### src/pkg/srts_defs.svh
// Constants for the residual time stamp block: offsets, fields, counts.
`ifndef SRTS_DEFS_SVH
`define SRTS_DEFS_SVH

// Register bus address width and register byte offsets.
`define SRTS_AW 5
`define SRTS_OFF_CTRL 5'h00
`define SRTS_OFF_STATUS 5'h04
`define SRTS_OFF_AVG 5'h08
`define SRTS_OFF_OBS 5'h0C

// Control register fields.
`define SRTS_C_SDT 0
`define SRTS_C_CAS 1
`define SRTS_C_SRC 2
`define SRTS_C_ADP 4
`define SRTS_C_N 5
`define SRTS_CTRL_W 11
`define SRTS_CTRL_RST 11'h000

// Status register fields.
`define SRTS_S_TXOVF 0
`define SRTS_S_TXUNF 1
`define SRTS_S_RXOVF 2
`define SRTS_S_RXUNF 3
`define SRTS_S_HOLD 4
`define SRTS_STS_W 4

// Terminal counts: 3008 - 1 and 3000 - 1 payload bits per time stamp period.
`define SRTS_LIM_UDT 12'hBBF
`define SRTS_LIM_SDT 12'hBB7

// Timestamp FIFO geometry.
`define SRTS_DEPTH 4
`define SRTS_PW 2
`define SRTS_CNT_FULL 3'h4

// Response codes.
`define SRTS_RESP_OKAY 2'h0
`define SRTS_RESP_SLVERR 2'h2

`endif

### src/pkg/srts_pkg.sv
// Types shared by the residual time stamp block.
`default_nettype none
package srts_pkg;
  typedef enum logic [1:0] {
    SRTS_SRC_LINE = 2'h0,
    SRTS_SRC_PLL = 2'h1,
    SRTS_SRC_BP = 2'h3
  } srts_src_e;
  typedef logic [4:0] srts_ent_t;
  typedef logic [15:0] srts_phase_t;
endpackage : srts_pkg
`default_nettype wire

### src/pkg/srts_fifo_if.sv
// Carrier between the timestamp core and its FIFOs.
`default_nettype none
interface srts_fifo_if;
  import srts_pkg::*;
  logic wr;
  srts_ent_t wdata;
  logic rd;
  srts_ent_t rdata;
  logic rvalid;
  logic rdone;
  logic empty;
  logic ovf;
  logic unf;
  modport fifo(input wr, wdata, rd, output rdata, rvalid, rdone, empty, ovf, unf);
  modport user(output wr, wdata, rd, input rdata, rvalid, rdone, empty, ovf, unf);
endinterface : srts_fifo_if
`default_nettype wire

### src/core/srts_fifo.sv
// Timestamp FIFO whose entries turn invalid once read.
`include "srts_defs.svh"
`default_nettype none
module srts_fifo (
  input wire logic aclk,
  input wire logic aresetn,
  srts_fifo_if.fifo f
);
  import srts_pkg::*;
  srts_ent_t mem_reg [`SRTS_DEPTH];
  logic [`SRTS_DEPTH-1:0] vld_reg;
  logic [`SRTS_PW-1:0] wp_reg;
  logic [`SRTS_PW-1:0] rp_reg;
  logic [`SRTS_PW:0] cnt_reg;
  srts_ent_t rdata_reg;
  logic rvalid_reg;
  logic rdone_reg;
  logic ovf_reg;
  logic unf_reg;
  wire logic full = cnt_reg == `SRTS_CNT_FULL;
  wire logic empty = cnt_reg == 3'h0;
  wire logic do_wr = f.wr && !full;
  wire logic do_rd = f.rd && !empty;
  wire logic [`SRTS_DEPTH-1:0] wsel = {{(`SRTS_DEPTH-1){1'b0}}, do_wr} << wp_reg;
  wire logic [`SRTS_DEPTH-1:0] rsel = {{(`SRTS_DEPTH-1){1'b0}}, f.rd} << rp_reg;
  wire logic [`SRTS_PW:0] cnt_next = cnt_reg + {2'h0, do_wr} - {2'h0, do_rd};

  // A read on an empty FIFO does not move the pointer, so it returns an invalid entry.
  for (genvar i = 0; i < `SRTS_DEPTH; i++) begin : g_ent
    always_ff @(posedge aclk) begin
      if (!aresetn) begin
        mem_reg[i] <= 5'h00;
        vld_reg[i] <= 1'b0;
      end else if (wsel[i]) begin
        mem_reg[i] <= f.wdata;
        vld_reg[i] <= 1'b1;
      end else if (rsel[i]) begin
        mem_reg[i] <= 5'h00;
        vld_reg[i] <= 1'b0;
      end
    end
  end

  always_ff @(posedge aclk) begin
    if (!aresetn) begin
      wp_reg <= 2'h0;
      rp_reg <= 2'h0;
      cnt_reg <= 3'h0;
    end else begin
      if (do_wr) wp_reg <= wp_reg + 2'h1;
      if (do_rd) rp_reg <= rp_reg + 2'h1;
      cnt_reg <= cnt_next;
    end
  end

  always_ff @(posedge aclk) begin
    if (!aresetn) begin
      rdata_reg <= 5'h00;
      rvalid_reg <= 1'b0;
      rdone_reg <= 1'b0;
      ovf_reg <= 1'b0;
      unf_reg <= 1'b0;
    end else begin
      rdone_reg <= f.rd;
      if (f.rd) begin
        rdata_reg <= mem_reg[rp_reg];
        rvalid_reg <= vld_reg[rp_reg];
      end
      ovf_reg <= f.wr && full;
      unf_reg <= f.rd && empty;
    end
  end

  assign f.rdata = rdata_reg;
  assign f.rvalid = rvalid_reg;
  assign f.rdone = rdone_reg;
  assign f.empty = empty;
  assign f.ovf = ovf_reg;
  assign f.unf = unf_reg;
endmodule : srts_fifo
`default_nettype wire

### src/core/srts_timestamp.sv
// Per-port residual time stamp generation, receive timestamp FIFO and adaptive compare.
//
// Our own choices: the AXI4-Lite register port and the placing of the registers.
`include "srts_defs.svh"
`default_nettype none
module srts_timestamp (
  input wire logic aclk,
  input wire logic aresetn,
  input wire logic [`SRTS_AW-1:0] s_axi_awaddr,
  input wire logic s_axi_awvalid,
  output logic s_axi_awready,
  input wire logic [31:0] s_axi_wdata,
  input wire logic [3:0] s_axi_wstrb,
  input wire logic s_axi_wvalid,
  output logic s_axi_wready,
  output logic [1:0] s_axi_bresp,
  output logic s_axi_bvalid,
  input wire logic s_axi_bready,
  input wire logic [`SRTS_AW-1:0] s_axi_araddr,
  input wire logic s_axi_arvalid,
  output logic s_axi_arready,
  output logic [31:0] s_axi_rdata,
  output logic [1:0] s_axi_rresp,
  output logic s_axi_rvalid,
  input wire logic s_axi_rready,
  input wire logic port_line_clock_in,
  input wire logic port_pll_clock,
  input wire logic backplane_clock,
  input wire logic net_clock_div,
  input wire logic seg_req,
  output logic [3:0] seg_rts,
  output logic seg_rts_valid,
  input wire logic rx_rts_wr,
  input wire srts_pkg::srts_ent_t rx_rts,
  input wire logic pll_rts_req,
  output logic [3:0] pll_rts,
  output logic pll_rts_valid,
  output logic [3:0] pll_loc_rts,
  output logic pll_loc_valid,
  output logic pll_holdover,
  input wire srts_pkg::srts_phase_t phaseword,
  output logic rate_up,
  output logic rate_down
);
  import srts_pkg::*;

  logic [`SRTS_CTRL_W-1:0] ctrl_reg;
  logic [`SRTS_STS_W-1:0] sts_reg;
  srts_phase_t avg_reg;
  logic [3:0] edge_prev_reg;
  logic [3:0] net_cnt_reg;
  logic [1:0] gen_pulse;
  logic [3:0] seg_rts_reg;
  logic seg_valid_reg;
  logic [3:0] pll_rts_reg;
  logic pll_valid_reg;
  logic [3:0] loc_rts_reg;
  logic loc_valid_reg;
  logic hold_reg;
  logic up_reg;
  logic dn_reg;
  logic awready_reg;
  logic wready_reg;
  logic bvalid_reg;
  logic [1:0] bresp_reg;
  logic arready_reg;
  logic rvalid_reg;
  logic [1:0] rresp_reg;
  logic [31:0] rdata_reg;
  logic [`SRTS_AW-1:0] awaddr_reg;
  logic [31:0] wdata_reg;
  logic [3:0] wstrb_reg;

  srts_fifo_if txf ();
  srts_fifo_if rxf ();

  srts_fifo u_tx_fifo (.aclk(aclk), .aresetn(aresetn), .f(txf));
  srts_fifo u_rx_fifo (.aclk(aclk), .aresetn(aresetn), .f(rxf));

  wire logic structured_transfer = ctrl_reg[`SRTS_C_SDT];
  wire logic cas = ctrl_reg[`SRTS_C_CAS];
  wire logic adp = ctrl_reg[`SRTS_C_ADP];
  wire srts_src_e src = srts_src_e'(ctrl_reg[`SRTS_C_SRC +: 2]);
  wire logic [5:0] chan_n = ctrl_reg[`SRTS_C_N +: 6];
  wire logic gen_en = !(structured_transfer && cas);

  // Clock pins are sampled as plain inputs; a rising level is one tick.
  wire logic [3:0] pins = {net_clock_div, backplane_clock, port_pll_clock, port_line_clock_in};
  wire logic [3:0] pin_rise = pins & ~edge_prev_reg;
  wire logic line_edge = pin_rise[0];
  wire logic pll_edge = pin_rise[1];
  wire logic bp_edge = pin_rise[2];
  wire logic net_edge = pin_rise[3];

  // The backplane clock is honoured only in structured mode.
  wire logic src_edge = (structured_transfer && src == SRTS_SRC_BP) ? bp_edge :
    (src == SRTS_SRC_PLL) ? pll_edge : line_edge;
  wire logic [1:0] gen_edge = {pll_edge, src_edge};
  wire logic [11:0] lim = structured_transfer ? `SRTS_LIM_SDT : `SRTS_LIM_UDT;

  always_ff @(posedge aclk) begin
    if (!aresetn) begin
      edge_prev_reg <= 4'h0;
      net_cnt_reg <= 4'h0;
    end else begin
      edge_prev_reg <= pins;
      if (net_edge) net_cnt_reg <= net_cnt_reg + 4'h1;
    end
  end

  // Generator 0 stamps transmit traffic, generator 1 makes local stamps from the PLL.
  for (genvar g = 0; g < 2; g++) begin : g_gen
    logic [4:0] acc_reg;
    logic [11:0] div_reg;
    wire logic [5:0] sum = {1'b0, acc_reg} + chan_n;
    wire logic tick = gen_edge[g] && (!structured_transfer || sum[5]);
    assign gen_pulse[g] = gen_en && tick && div_reg >= lim;
    always_ff @(posedge aclk) begin
      if (!aresetn || !gen_en) begin
        acc_reg <= 5'h00;
        div_reg <= 12'h000;
      end else if (gen_edge[g]) begin
        if (structured_transfer) acc_reg <= sum[4:0];
        if (tick) div_reg <= gen_pulse[g] ? 12'h000 : div_reg + 12'h001;
      end
    end
  end

  assign txf.wr = gen_pulse[0];
  assign txf.wdata = {1'b0, net_cnt_reg};
  assign txf.rd = seg_req;
  assign rxf.wr = rx_rts_wr;
  assign rxf.wdata = rx_rts;
  assign rxf.rd = pll_rts_req;
  wire logic rx_err = rxf.rdata[4];

  always_ff @(posedge aclk) begin
    if (!aresetn) begin
      seg_rts_reg <= 4'h0;
      seg_valid_reg <= 1'b0;
    end else if (txf.rdone) begin
      seg_rts_reg <= txf.rdata[3:0];
      seg_valid_reg <= txf.rvalid;
    end
  end

  always_ff @(posedge aclk) begin
    if (!aresetn) begin
      pll_rts_reg <= 4'h0;
      pll_valid_reg <= 1'b0;
      hold_reg <= 1'b0;
    end else if (rxf.rdone) begin
      pll_rts_reg <= rxf.rdata[3:0];
      pll_valid_reg <= rxf.rvalid && !rx_err;
      hold_reg <= !rxf.rvalid;
    end
  end

  // A new local stamp wins over the discard of the old one.
  always_ff @(posedge aclk) begin
    if (!aresetn) begin
      loc_rts_reg <= 4'h0;
      loc_valid_reg <= 1'b0;
    end else if (gen_pulse[1]) begin
      loc_rts_reg <= net_cnt_reg;
      loc_valid_reg <= 1'b1;
    end else if (rxf.rdone) begin
      loc_valid_reg <= 1'b0;
    end
  end

  // Equal phaseword and average leaves the clock untouched.
  always_ff @(posedge aclk) begin
    if (!aresetn) begin
      up_reg <= 1'b0;
      dn_reg <= 1'b0;
    end else begin
      up_reg <= adp && phaseword > avg_reg;
      dn_reg <= adp && phaseword < avg_reg;
    end
  end

  // Register bus slave; write address and data are taken in either order.
  wire logic wr_fire = !awready_reg && !wready_reg && !bvalid_reg;
  wire logic [`SRTS_AW-1:0] aw_word = {awaddr_reg[`SRTS_AW-1:2], 2'h0};
  wire logic [`SRTS_AW-1:0] ar_word = {s_axi_araddr[`SRTS_AW-1:2], 2'h0};
  wire logic wr_ctrl = wr_fire && aw_word == `SRTS_OFF_CTRL;
  wire logic wr_sts = wr_fire && aw_word == `SRTS_OFF_STATUS;
  wire logic wr_avg = wr_fire && aw_word == `SRTS_OFF_AVG;
  wire logic wr_hit = wr_ctrl || wr_sts || wr_avg || aw_word == `SRTS_OFF_OBS;
  wire logic [31:0] wmask = {{8{wstrb_reg[3]}}, {8{wstrb_reg[2]}},
    {8{wstrb_reg[1]}}, {8{wstrb_reg[0]}}};
  wire logic [31:0] ctrl_wide = {21'h000000, ctrl_reg};
  wire logic [31:0] ctrl_merge = (ctrl_wide & ~wmask) | (wdata_reg & wmask);
  wire logic [31:0] avg_merge = ({16'h0000, avg_reg} & ~wmask) | (wdata_reg & wmask);
  wire logic [`SRTS_STS_W-1:0] sts_set = {rxf.unf, rxf.ovf, txf.unf, txf.ovf};
  wire logic [`SRTS_STS_W-1:0] sts_clr = wr_sts ? (wdata_reg[3:0] & wmask[3:0]) : 4'h0;
  wire logic ar_ctrl = ar_word == `SRTS_OFF_CTRL;
  wire logic ar_sts = ar_word == `SRTS_OFF_STATUS;
  wire logic ar_avg = ar_word == `SRTS_OFF_AVG;
  wire logic ar_obs = ar_word == `SRTS_OFF_OBS;
  wire logic [31:0] rd_mux = ar_ctrl ? ctrl_wide :
    ar_sts ? {27'h0000000, hold_reg, sts_reg} :
    ar_avg ? {16'h0000, avg_reg} :
    ar_obs ? {23'h000000, loc_valid_reg, loc_rts_reg, net_cnt_reg} : 32'h00000000;
  wire logic ar_hit = ar_ctrl || ar_sts || ar_avg || ar_obs;

  always_ff @(posedge aclk) begin
    if (!aresetn) begin
      ctrl_reg <= `SRTS_CTRL_RST;
      avg_reg <= 16'h0000;
      sts_reg <= 4'h0;
    end else begin
      if (wr_ctrl) ctrl_reg <= ctrl_merge[`SRTS_CTRL_W-1:0];
      if (wr_avg) avg_reg <= avg_merge[15:0];
      sts_reg <= (sts_reg & ~sts_clr) | sts_set;
    end
  end

  always_ff @(posedge aclk) begin
    if (!aresetn) begin
      awready_reg <= 1'b1;
      awaddr_reg <= 5'h00;
    end else if (s_axi_awvalid && awready_reg) begin
      awready_reg <= 1'b0;
      awaddr_reg <= s_axi_awaddr;
    end else if (s_axi_bvalid && s_axi_bready) begin
      awready_reg <= 1'b1;
    end
  end

  always_ff @(posedge aclk) begin
    if (!aresetn) begin
      wready_reg <= 1'b1;
      wdata_reg <= 32'h00000000;
      wstrb_reg <= 4'h0;
    end else if (s_axi_wvalid && wready_reg) begin
      wready_reg <= 1'b0;
      wdata_reg <= s_axi_wdata;
      wstrb_reg <= s_axi_wstrb;
    end else if (s_axi_bvalid && s_axi_bready) begin
      wready_reg <= 1'b1;
    end
  end

  always_ff @(posedge aclk) begin
    if (!aresetn) begin
      bvalid_reg <= 1'b0;
      bresp_reg <= `SRTS_RESP_OKAY;
    end else if (wr_fire) begin
      bvalid_reg <= 1'b1;
      bresp_reg <= wr_hit ? `SRTS_RESP_OKAY : `SRTS_RESP_SLVERR;
    end else if (s_axi_bready) begin
      bvalid_reg <= 1'b0;
    end
  end

  always_ff @(posedge aclk) begin
    if (!aresetn) begin
      arready_reg <= 1'b1;
      rvalid_reg <= 1'b0;
      rdata_reg <= 32'h00000000;
      rresp_reg <= `SRTS_RESP_OKAY;
    end else if (s_axi_arvalid && arready_reg) begin
      arready_reg <= 1'b0;
      rvalid_reg <= 1'b1;
      rdata_reg <= rd_mux;
      rresp_reg <= ar_hit ? `SRTS_RESP_OKAY : `SRTS_RESP_SLVERR;
    end else if (rvalid_reg && s_axi_rready) begin
      arready_reg <= 1'b1;
      rvalid_reg <= 1'b0;
    end
  end

  assign s_axi_awready = awready_reg;
  assign s_axi_wready = wready_reg;
  assign s_axi_bvalid = bvalid_reg;
  assign s_axi_bresp = bresp_reg;
  assign s_axi_arready = arready_reg;
  assign s_axi_rvalid = rvalid_reg;
  assign s_axi_rdata = rdata_reg;
  assign s_axi_rresp = rresp_reg;
  assign seg_rts = seg_rts_reg;
  assign seg_rts_valid = seg_valid_reg;
  assign pll_rts = pll_rts_reg;
  assign pll_rts_valid = pll_valid_reg;
  assign pll_loc_rts = loc_rts_reg;
  assign pll_loc_valid = loc_valid_reg;
  assign pll_holdover = hold_reg;
  assign rate_up = up_reg;
  assign rate_down = dn_reg;
endmodule : srts_timestamp
`default_nettype wire

### config.mk
export PLATFORM = sky130hd
export DESIGN_NAME = srts_timestamp
export DESIGN_NICKNAME = d
export VERILOG_FILES = /design/src/pkg/srts_pkg.sv /design/src/pkg/srts_fifo_if.sv /design/src/core/srts_fifo.sv /design/src/core/srts_timestamp.sv
export VERILOG_INCLUDE_DIRS = /design/src /design/src/pkg
export SDC_FILE = /design/constraint.sdc
export NUM_CORES = 1
export LEC_CHECK = 0
export BUFFER_PORTS_ARGS = -buffer_cell sky130_fd_sc_hd__buf_2
export CORE_UTILIZATION = 57
export CTS_CLUSTER_DIAMETER = 120
export DETAILED_ROUTE_END_ITERATION = 8
export PLACE_DENSITY = 0.8
export SLEW_MARGIN = 30
export SYNTH_ARGS = -nofsm -noshare
export SYNTH_HDL_FRONTEND = slang
export SYNTH_SLANG_ARGS = --single-unit
### constraint.sdc
create_clock -name aclk -period 4 [get_ports aclk]
set_input_delay 0.4 -clock aclk [delete_from_list [all_inputs] [get_ports aclk]]
set_output_delay 0.4 -clock aclk [all_outputs]
set_load 0.01 [all_outputs]
Word level (Yosys, flattened, before mapping). Memories as Yosys holds them, arrays and structs flattened. A register that Yosys moved wholly into a read port is not among the register bits. Cells that the tools add are included.

Add/sub/neg operators: 13. $lt $le $gt $ge: 6. Equality and inequality tests: 10. Shift-type cells: 4. Muxes and demuxes: 116. Bitwise operators: 28. Reductions and logical operators: 73.

Operators with widths (count): 2-to-1 mux 1 bit (88); 2-to-1 mux 16 bit (3); 2-to-1 mux 4 bit (10); 2-to-1 mux 5 bit (8); bitwise AND 16 bit (2); logical AND 1 bit (29); nonzero test 2 bit (13); adder 12 x 1 -> 12 bit, second input constant (2); >= comparator 12 bit (2); 2-to-1 mux 12 bit (2); greater-than comparator 16 bit (1); less-than comparator 16 bit (1); NOT 16 bit (1); bitwise OR 1 bit (16); bitwise OR 16 bit (1); left shift 1 x 2 -> 4 bit (4); logical NOT 1 bit (14); adder 5 x 6 -> 6 bit (2); bitwise AND 4 bit (3); == test 3 x 2 -> 1 bit, second input constant (4); bitwise AND 11 bit (1); bitwise OR 11 bit (1); logical NOT 5 bit (2); logical OR 1 bit (9); other kinds (16) (31).

Flip-flop bits (word level): 185. Bits in writable memories: 36. Input bits: 81. Output and inout bits: 59. Logic and storage cells: 303. Memories: 2.

Memories: u_rx_fifo.mem_reg (words 4, width 5, rd ports 1, clocked after memory_dff 1, wr ports 4, line srts_fifo.sv:10) `` srts_ent_t mem_reg [`SRTS_DEPTH]; ``; u_tx_fifo.mem_reg (words 4, width 4, rd ports 1, clocked after memory_dff 1, wr ports 4, line srts_fifo.sv:10).

Longest topological paths before layout.
Depth in word-level cells: 14. Depth in mapped cells: 14.

By module. Synthesis repeated with hierarchy kept, for this count alone.

Cell total of the unflattened synthesis: 1031. Area total of the unflattened synthesis: 10047.1 um^2.

By module, submodules not included: srts_timestamp (times used 1, cells an instance 733, area each 6476.2 um^2, seq. area each 2702.6 um^2); srts_fifo (times used 2, cells an instance 149, area each 1785.5 um^2, seq. area each 1001.0 um^2).

Least setup slack after synthesis. No wires, ideal clock.

Path type: reg-to-reg. Start point: reg (tool-made name). End point: reg u_tx_fifo.cnt_reg[2]. Setup time: 0.128 ns. Arrival: 2.740 ns. Required time: 3.872 ns. Path slack: 1.132 ns. Stages on the path, launching flop included: 15. Period minus slack after synthesis: 2.868 ns. Cells stage by stage: dfxtp_1 > ha_1 > a21oi_1 > nand2_1 > o211a_2 > nor4_4 > nand2_2 > buf_6 > inv_1 > ha_1 > inv_1 > fa_1 > xor2_1 > xnor2_1 > nor2_1.

RTL lines: end signal: assignment (line srts_fifo.sv:52) `cnt_reg <= cnt_next;`; end: declaration (line srts_fifo.sv:14) `` logic [`SRTS_PW:0] cnt_reg; ``.

==> flow_metrics.py <==
metrics = {
    "synth": {
        "syn_avg_cell_area_um2": 9.514,
        "seq_area_frac_synth_pct": 48.03,
        "yosysTopAreaCell": "dfxtp_1",
        "synth_top_area_share_pct": 36.65,
        "yosys-top-cells-area": "dfxtp_1 (37%), edfxtp_1 (11%), mux2i_1 (6.8%), nor2_1 (5.7%), ha_1 (4.6%)",
        "yosysMostFrequentCell": "dfxtp_1",
        "yosys-top-cells-count": "dfxtp_1 (174), nor2_1 (144), nand2_1 (103)",
        "ys_warn_count": 0,
        "postSynthCellCount": 999,
        "synth_ff_type": "dfxtp_1",
        "synth.ff_latch_count": 210,
        "ys_types": 60,
        "synth_edf_count": 36,
        "synthesis.area_um2": 9504,
        "synthArstFlopShare_pct": 0,
    },
    "pwr": {
        "p_per_area_nw_per_um2": 483.7,
        "p_sw_share_pct": 25.14,
        "pwr-share-clk_pct": 41.2,
        "pwr-share-comb_pct": 11.8,
        "p_switching_uw": 1318,
        "power_frac_seq_pct": 47.0,
        "leakage_uw": 0.004437,
        "p_int_uw": 3924,
        "power_uw": 5242,
        "ir_worst_vdd_v": 0.0003857,
    },
    "floorplan": {
        "die_area_um2": 17190,
        "coreArea_um2": 16060,
        "die_h_um": 131.1,
        "start_util_pct": 59.19,
        "rows": 46,
        "fp.dieW_um": 131.1,
        "ioPinCount": 140,
    },
    "worst_setup_path": {
        "worstPathMaxFanout": 25,
        "rr_worst_depth": 13,
        "required_ps": 4390,
        "cp_slowest_cell": "dfxtp_1",
        "worst_setup_path_start_kind": "register",
        "path_class": "reg2reg",
        "crit_path_end_kind": "register",
        "arrival_ps": 3750,
        "path_cells": "ha_1, a21oi_1, nand2_1, o211a_2, nor4_4, nand2_2, inv_1, ha_1, inv_1, fa_1, xor2_1, xnor2_1, nor2_1",
        "cpPeakStageDelay_ps": 430,
        "regToRegEndpoint": "u_tx_fifo.cnt_reg[2]$_SDFF_PN0_",
        "reg2reg_slack_ps": 650,
    },
    "clocking": {
        "cts_tree": "done",
        "clock-root-buffer": "clkbuf_16",
        "numCtsBuffers": 22,
        "clkSinkCount": 210,
        "ctsHoldBuffers": 0,
        "clkSlewWorstSetupHoldPaths_ps": 60,
        "max-clock-path-buffers": 3,
        "clock_latency_ps": 520,
        "ctsHtreeMaxLevel": 1,
        "ctsResizeCount": 0,
        "cts_setup_buffers": 0,
    },
    "sta": {
        "setup_viol": 0,
        "finalCritPeriodShare_pct": 83.86,
        "slew_viol_final": 0,
        "fmax_mhz": 298.1,
        "rsz0062_at_grt": "no",
        "worst-slew-pin-transition_ps": 855.1,
        "max_slew_margin_pct": 42.09,
        "hold_viol": 0,
        "skew_ps": 23.77,
        "fin_crit_ps": 3354,
        "final.setup.tns_ps": 0,
        "hold_slack_ps": 112.4,
    },
    "route": {
        "post-route-drc-count": 0,
        "routedWlPerCell_um": 15.69,
        "final_antenna_net_count": 0,
        "drtIter0Drc": 416,
        "firstDrtPassIters": 5,
        "vias": 7278,
        "post_drt_via_cell_ratio": 5.551,
        "routed_wl_mm": 20.58,
    },
    "cells_and_area": {
        "antenna_cells": 0,
        "area_growth_syn_to_layout_pct": 14.02,
        "utilization_pct": 67.48,
        "num-nets-final": 1199,
        "drive_gt1_share_pct": 15.34,
        "fill_cells": 1236,
    },
    "worst_hold_path": {
        "holdCritPathClass": "in2reg",
        "whs_endpoint": "wdata_reg[4]$_SDFFE_PN0P_",
        "worstHoldPathCells": 3,
        "holdCritStartpoint": "s_axi_wdata[4]",
    },
    "global_route": {
        "grt_max_degree": 53,
        "grt_overflow_total": 0,
        "grt_pass1_vias": 6834,
        "antenna_found_initial": 1,
        "grt_pass1_wl_mm": 34.04,
        "grt_usage_pct": 24.17,
    },
    "placement": {
        "hpwl_mm": 14.47,
        "port_buffers": 99,
        "gp_congestion": 0.8258,
    },
    "status": {
        "status": "finished, final reports clean",
    },
    "job": {
        "maxCapViolations": 0,
    },
}
[worst max path at each step]
stage                   from                         endpoint  slack, ps  cells after the start
detailed placement  register  u_tx_fifo.cnt_reg[2]$_SDFF_PN0_        710                     13
global route        register  u_tx_fifo.cnt_reg[2]$_SDFF_PN0_        340                     13
CTS                 register  u_tx_fifo.cnt_reg[2]$_SDFF_PN0_        690                     13
floorplan           register  u_tx_fifo.cnt_reg[2]$_SDFF_PN0_       1130                     14
finish              register  u_tx_fifo.cnt_reg[2]$_SDFF_PN0_        650                     13
global placement    register  u_tx_fifo.cnt_reg[2]$_SDFF_PN0_        800                     13
[power by group through the flow]
stage | Clock (uW) | Sequential [uW] | Combinational, uW
finish | 2160 | 2460 | 619
global route | 2270 | 2490 | 708
CTS | 2180 | 2470 | 623
detailed placement | 0 | 2510 | 617
global placement | 0 | 2500 | 588
floorplan | 0 | 2440 | 532
[per-layer routing]
metal | track usage (%) | vias up | part of all wire (%)
li1 | - | 3577 | -
met1 | 33.75 | 3471 | 46
met2 | 39.10 | 194 | 47
met3 | 3.627 | 36 | 5.0
met4 | 6.471 | 0 | 1.9
met5 | 0 | - | 0
[layout by cell type, fill, tap and decap left out, types with 3 or more instances in the layout]
| cell type | netlist | final |
|---|---|---|
| dfxtp_1 | 174 | 174 |
| nor2_1 | 144 | 144 |
| nand2_1 | 103 | 103 |
| buf_2 | 7 | 99 |
| mux2i_1 | 65 | 65 |
| a21oi_1 | 51 | 51 |
| inv_1 | 37 | 37 |
| edfxtp_1 | 36 | 36 |
| ha_1 | 35 | 35 |
| and2_1 | 32 | 32 |
| o21ai_0 | 26 | 26 |
| nor3_1 | 24 | 24 |
| nand3_1 | 22 | 22 |
| clkbuf_16 | 0 | 22 |
| xnor2_1 | 21 | 21 |
| conb_1 | 1 | 18 |
| a22oi_1 | 16 | 16 |
| nand4_1 | 15 | 15 |
| xor2_1 | 15 | 15 |
| o211ai_1 | 11 | 11 |
| mux4_2 | 11 | 11 |
| nand2b_1 | 9 | 9 |
| a21o_1 | 8 | 8 |
| clkbuf_8 | 0 | 8 |
| and3_1 | 6 | 6 |
| nor4_1 | 6 | 6 |
| a31oi_1 | 5 | 5 |
| nor2b_1 | 5 | 5 |
| buf_4 | 18 | 5 |
| and4_1 | 4 | 4 |
| fa_1 | 4 | 4 |
| nand3b_1 | 3 | 3 |
| clkinv_2 | 0 | 3 |
| a31o_2 | 3 | 3 |
| a211oi_1 | 3 | 3 |
| o31ai_1 | 3 | 3 |
| mux2_2 | 3 | 3 |
[critical path: cells and delay by family, from the launching register on]
family	cells	cell delay (ps)
AO/OA/AOI/OAI	2	530
XOR/XNOR	2	320
adder cells (fa/ha/maj)	3	840
buffers and inverters	2	200
flip-flops	1	430
AND/OR/NAND/NOR	4	900
[metrics by stage]
| step | setup slack, ps | std cells | instance area [um2] |
|---|---|---|---|
| 3_3_place_gp | 798.2 | 1271 | 10040 |
| 6_report | 645.5 | 1311 | 10840 |
| 2_1_floorplan | 1132 | 1016 | 9568 |
| 5_1_grt | 337.4 | 1311 | 10840 |
| 4_1_cts | 690.1 | 1311 | 10840 |
| 3_5_place_dp | 708.1 | 1271 | 10040 |
[cell families after synthesis]
logic type / share of synthesized area (%)
AO/OA/AOI/OAI: 9.255
XOR/XNOR: 3.318
adder cells (fa/ha/maj): 5.450
buffers and inverters: 5.029
flip-flops: 48.03
multiplexers: 9.808
other: 0.03946
AND/OR/NAND/NOR: 19.08
[final cells by class]
type / instances / area [um2] / share of cell area, %
flip-flops and latches: 210 / 4564 / 42.12
repair buffers: 104 / 533.0 / 4.919
multi-input cells: 703 / 4526 / 41.76
well taps: 216 / 270.3 / 2.494
clock inverters: 7 / 123.9 / 1.143
inverters: 38 / 143.9 / 1.328
clock buffers: 33 / 675.6 / 6.235
No activity file was read; power rests on OpenSTA's default activity.
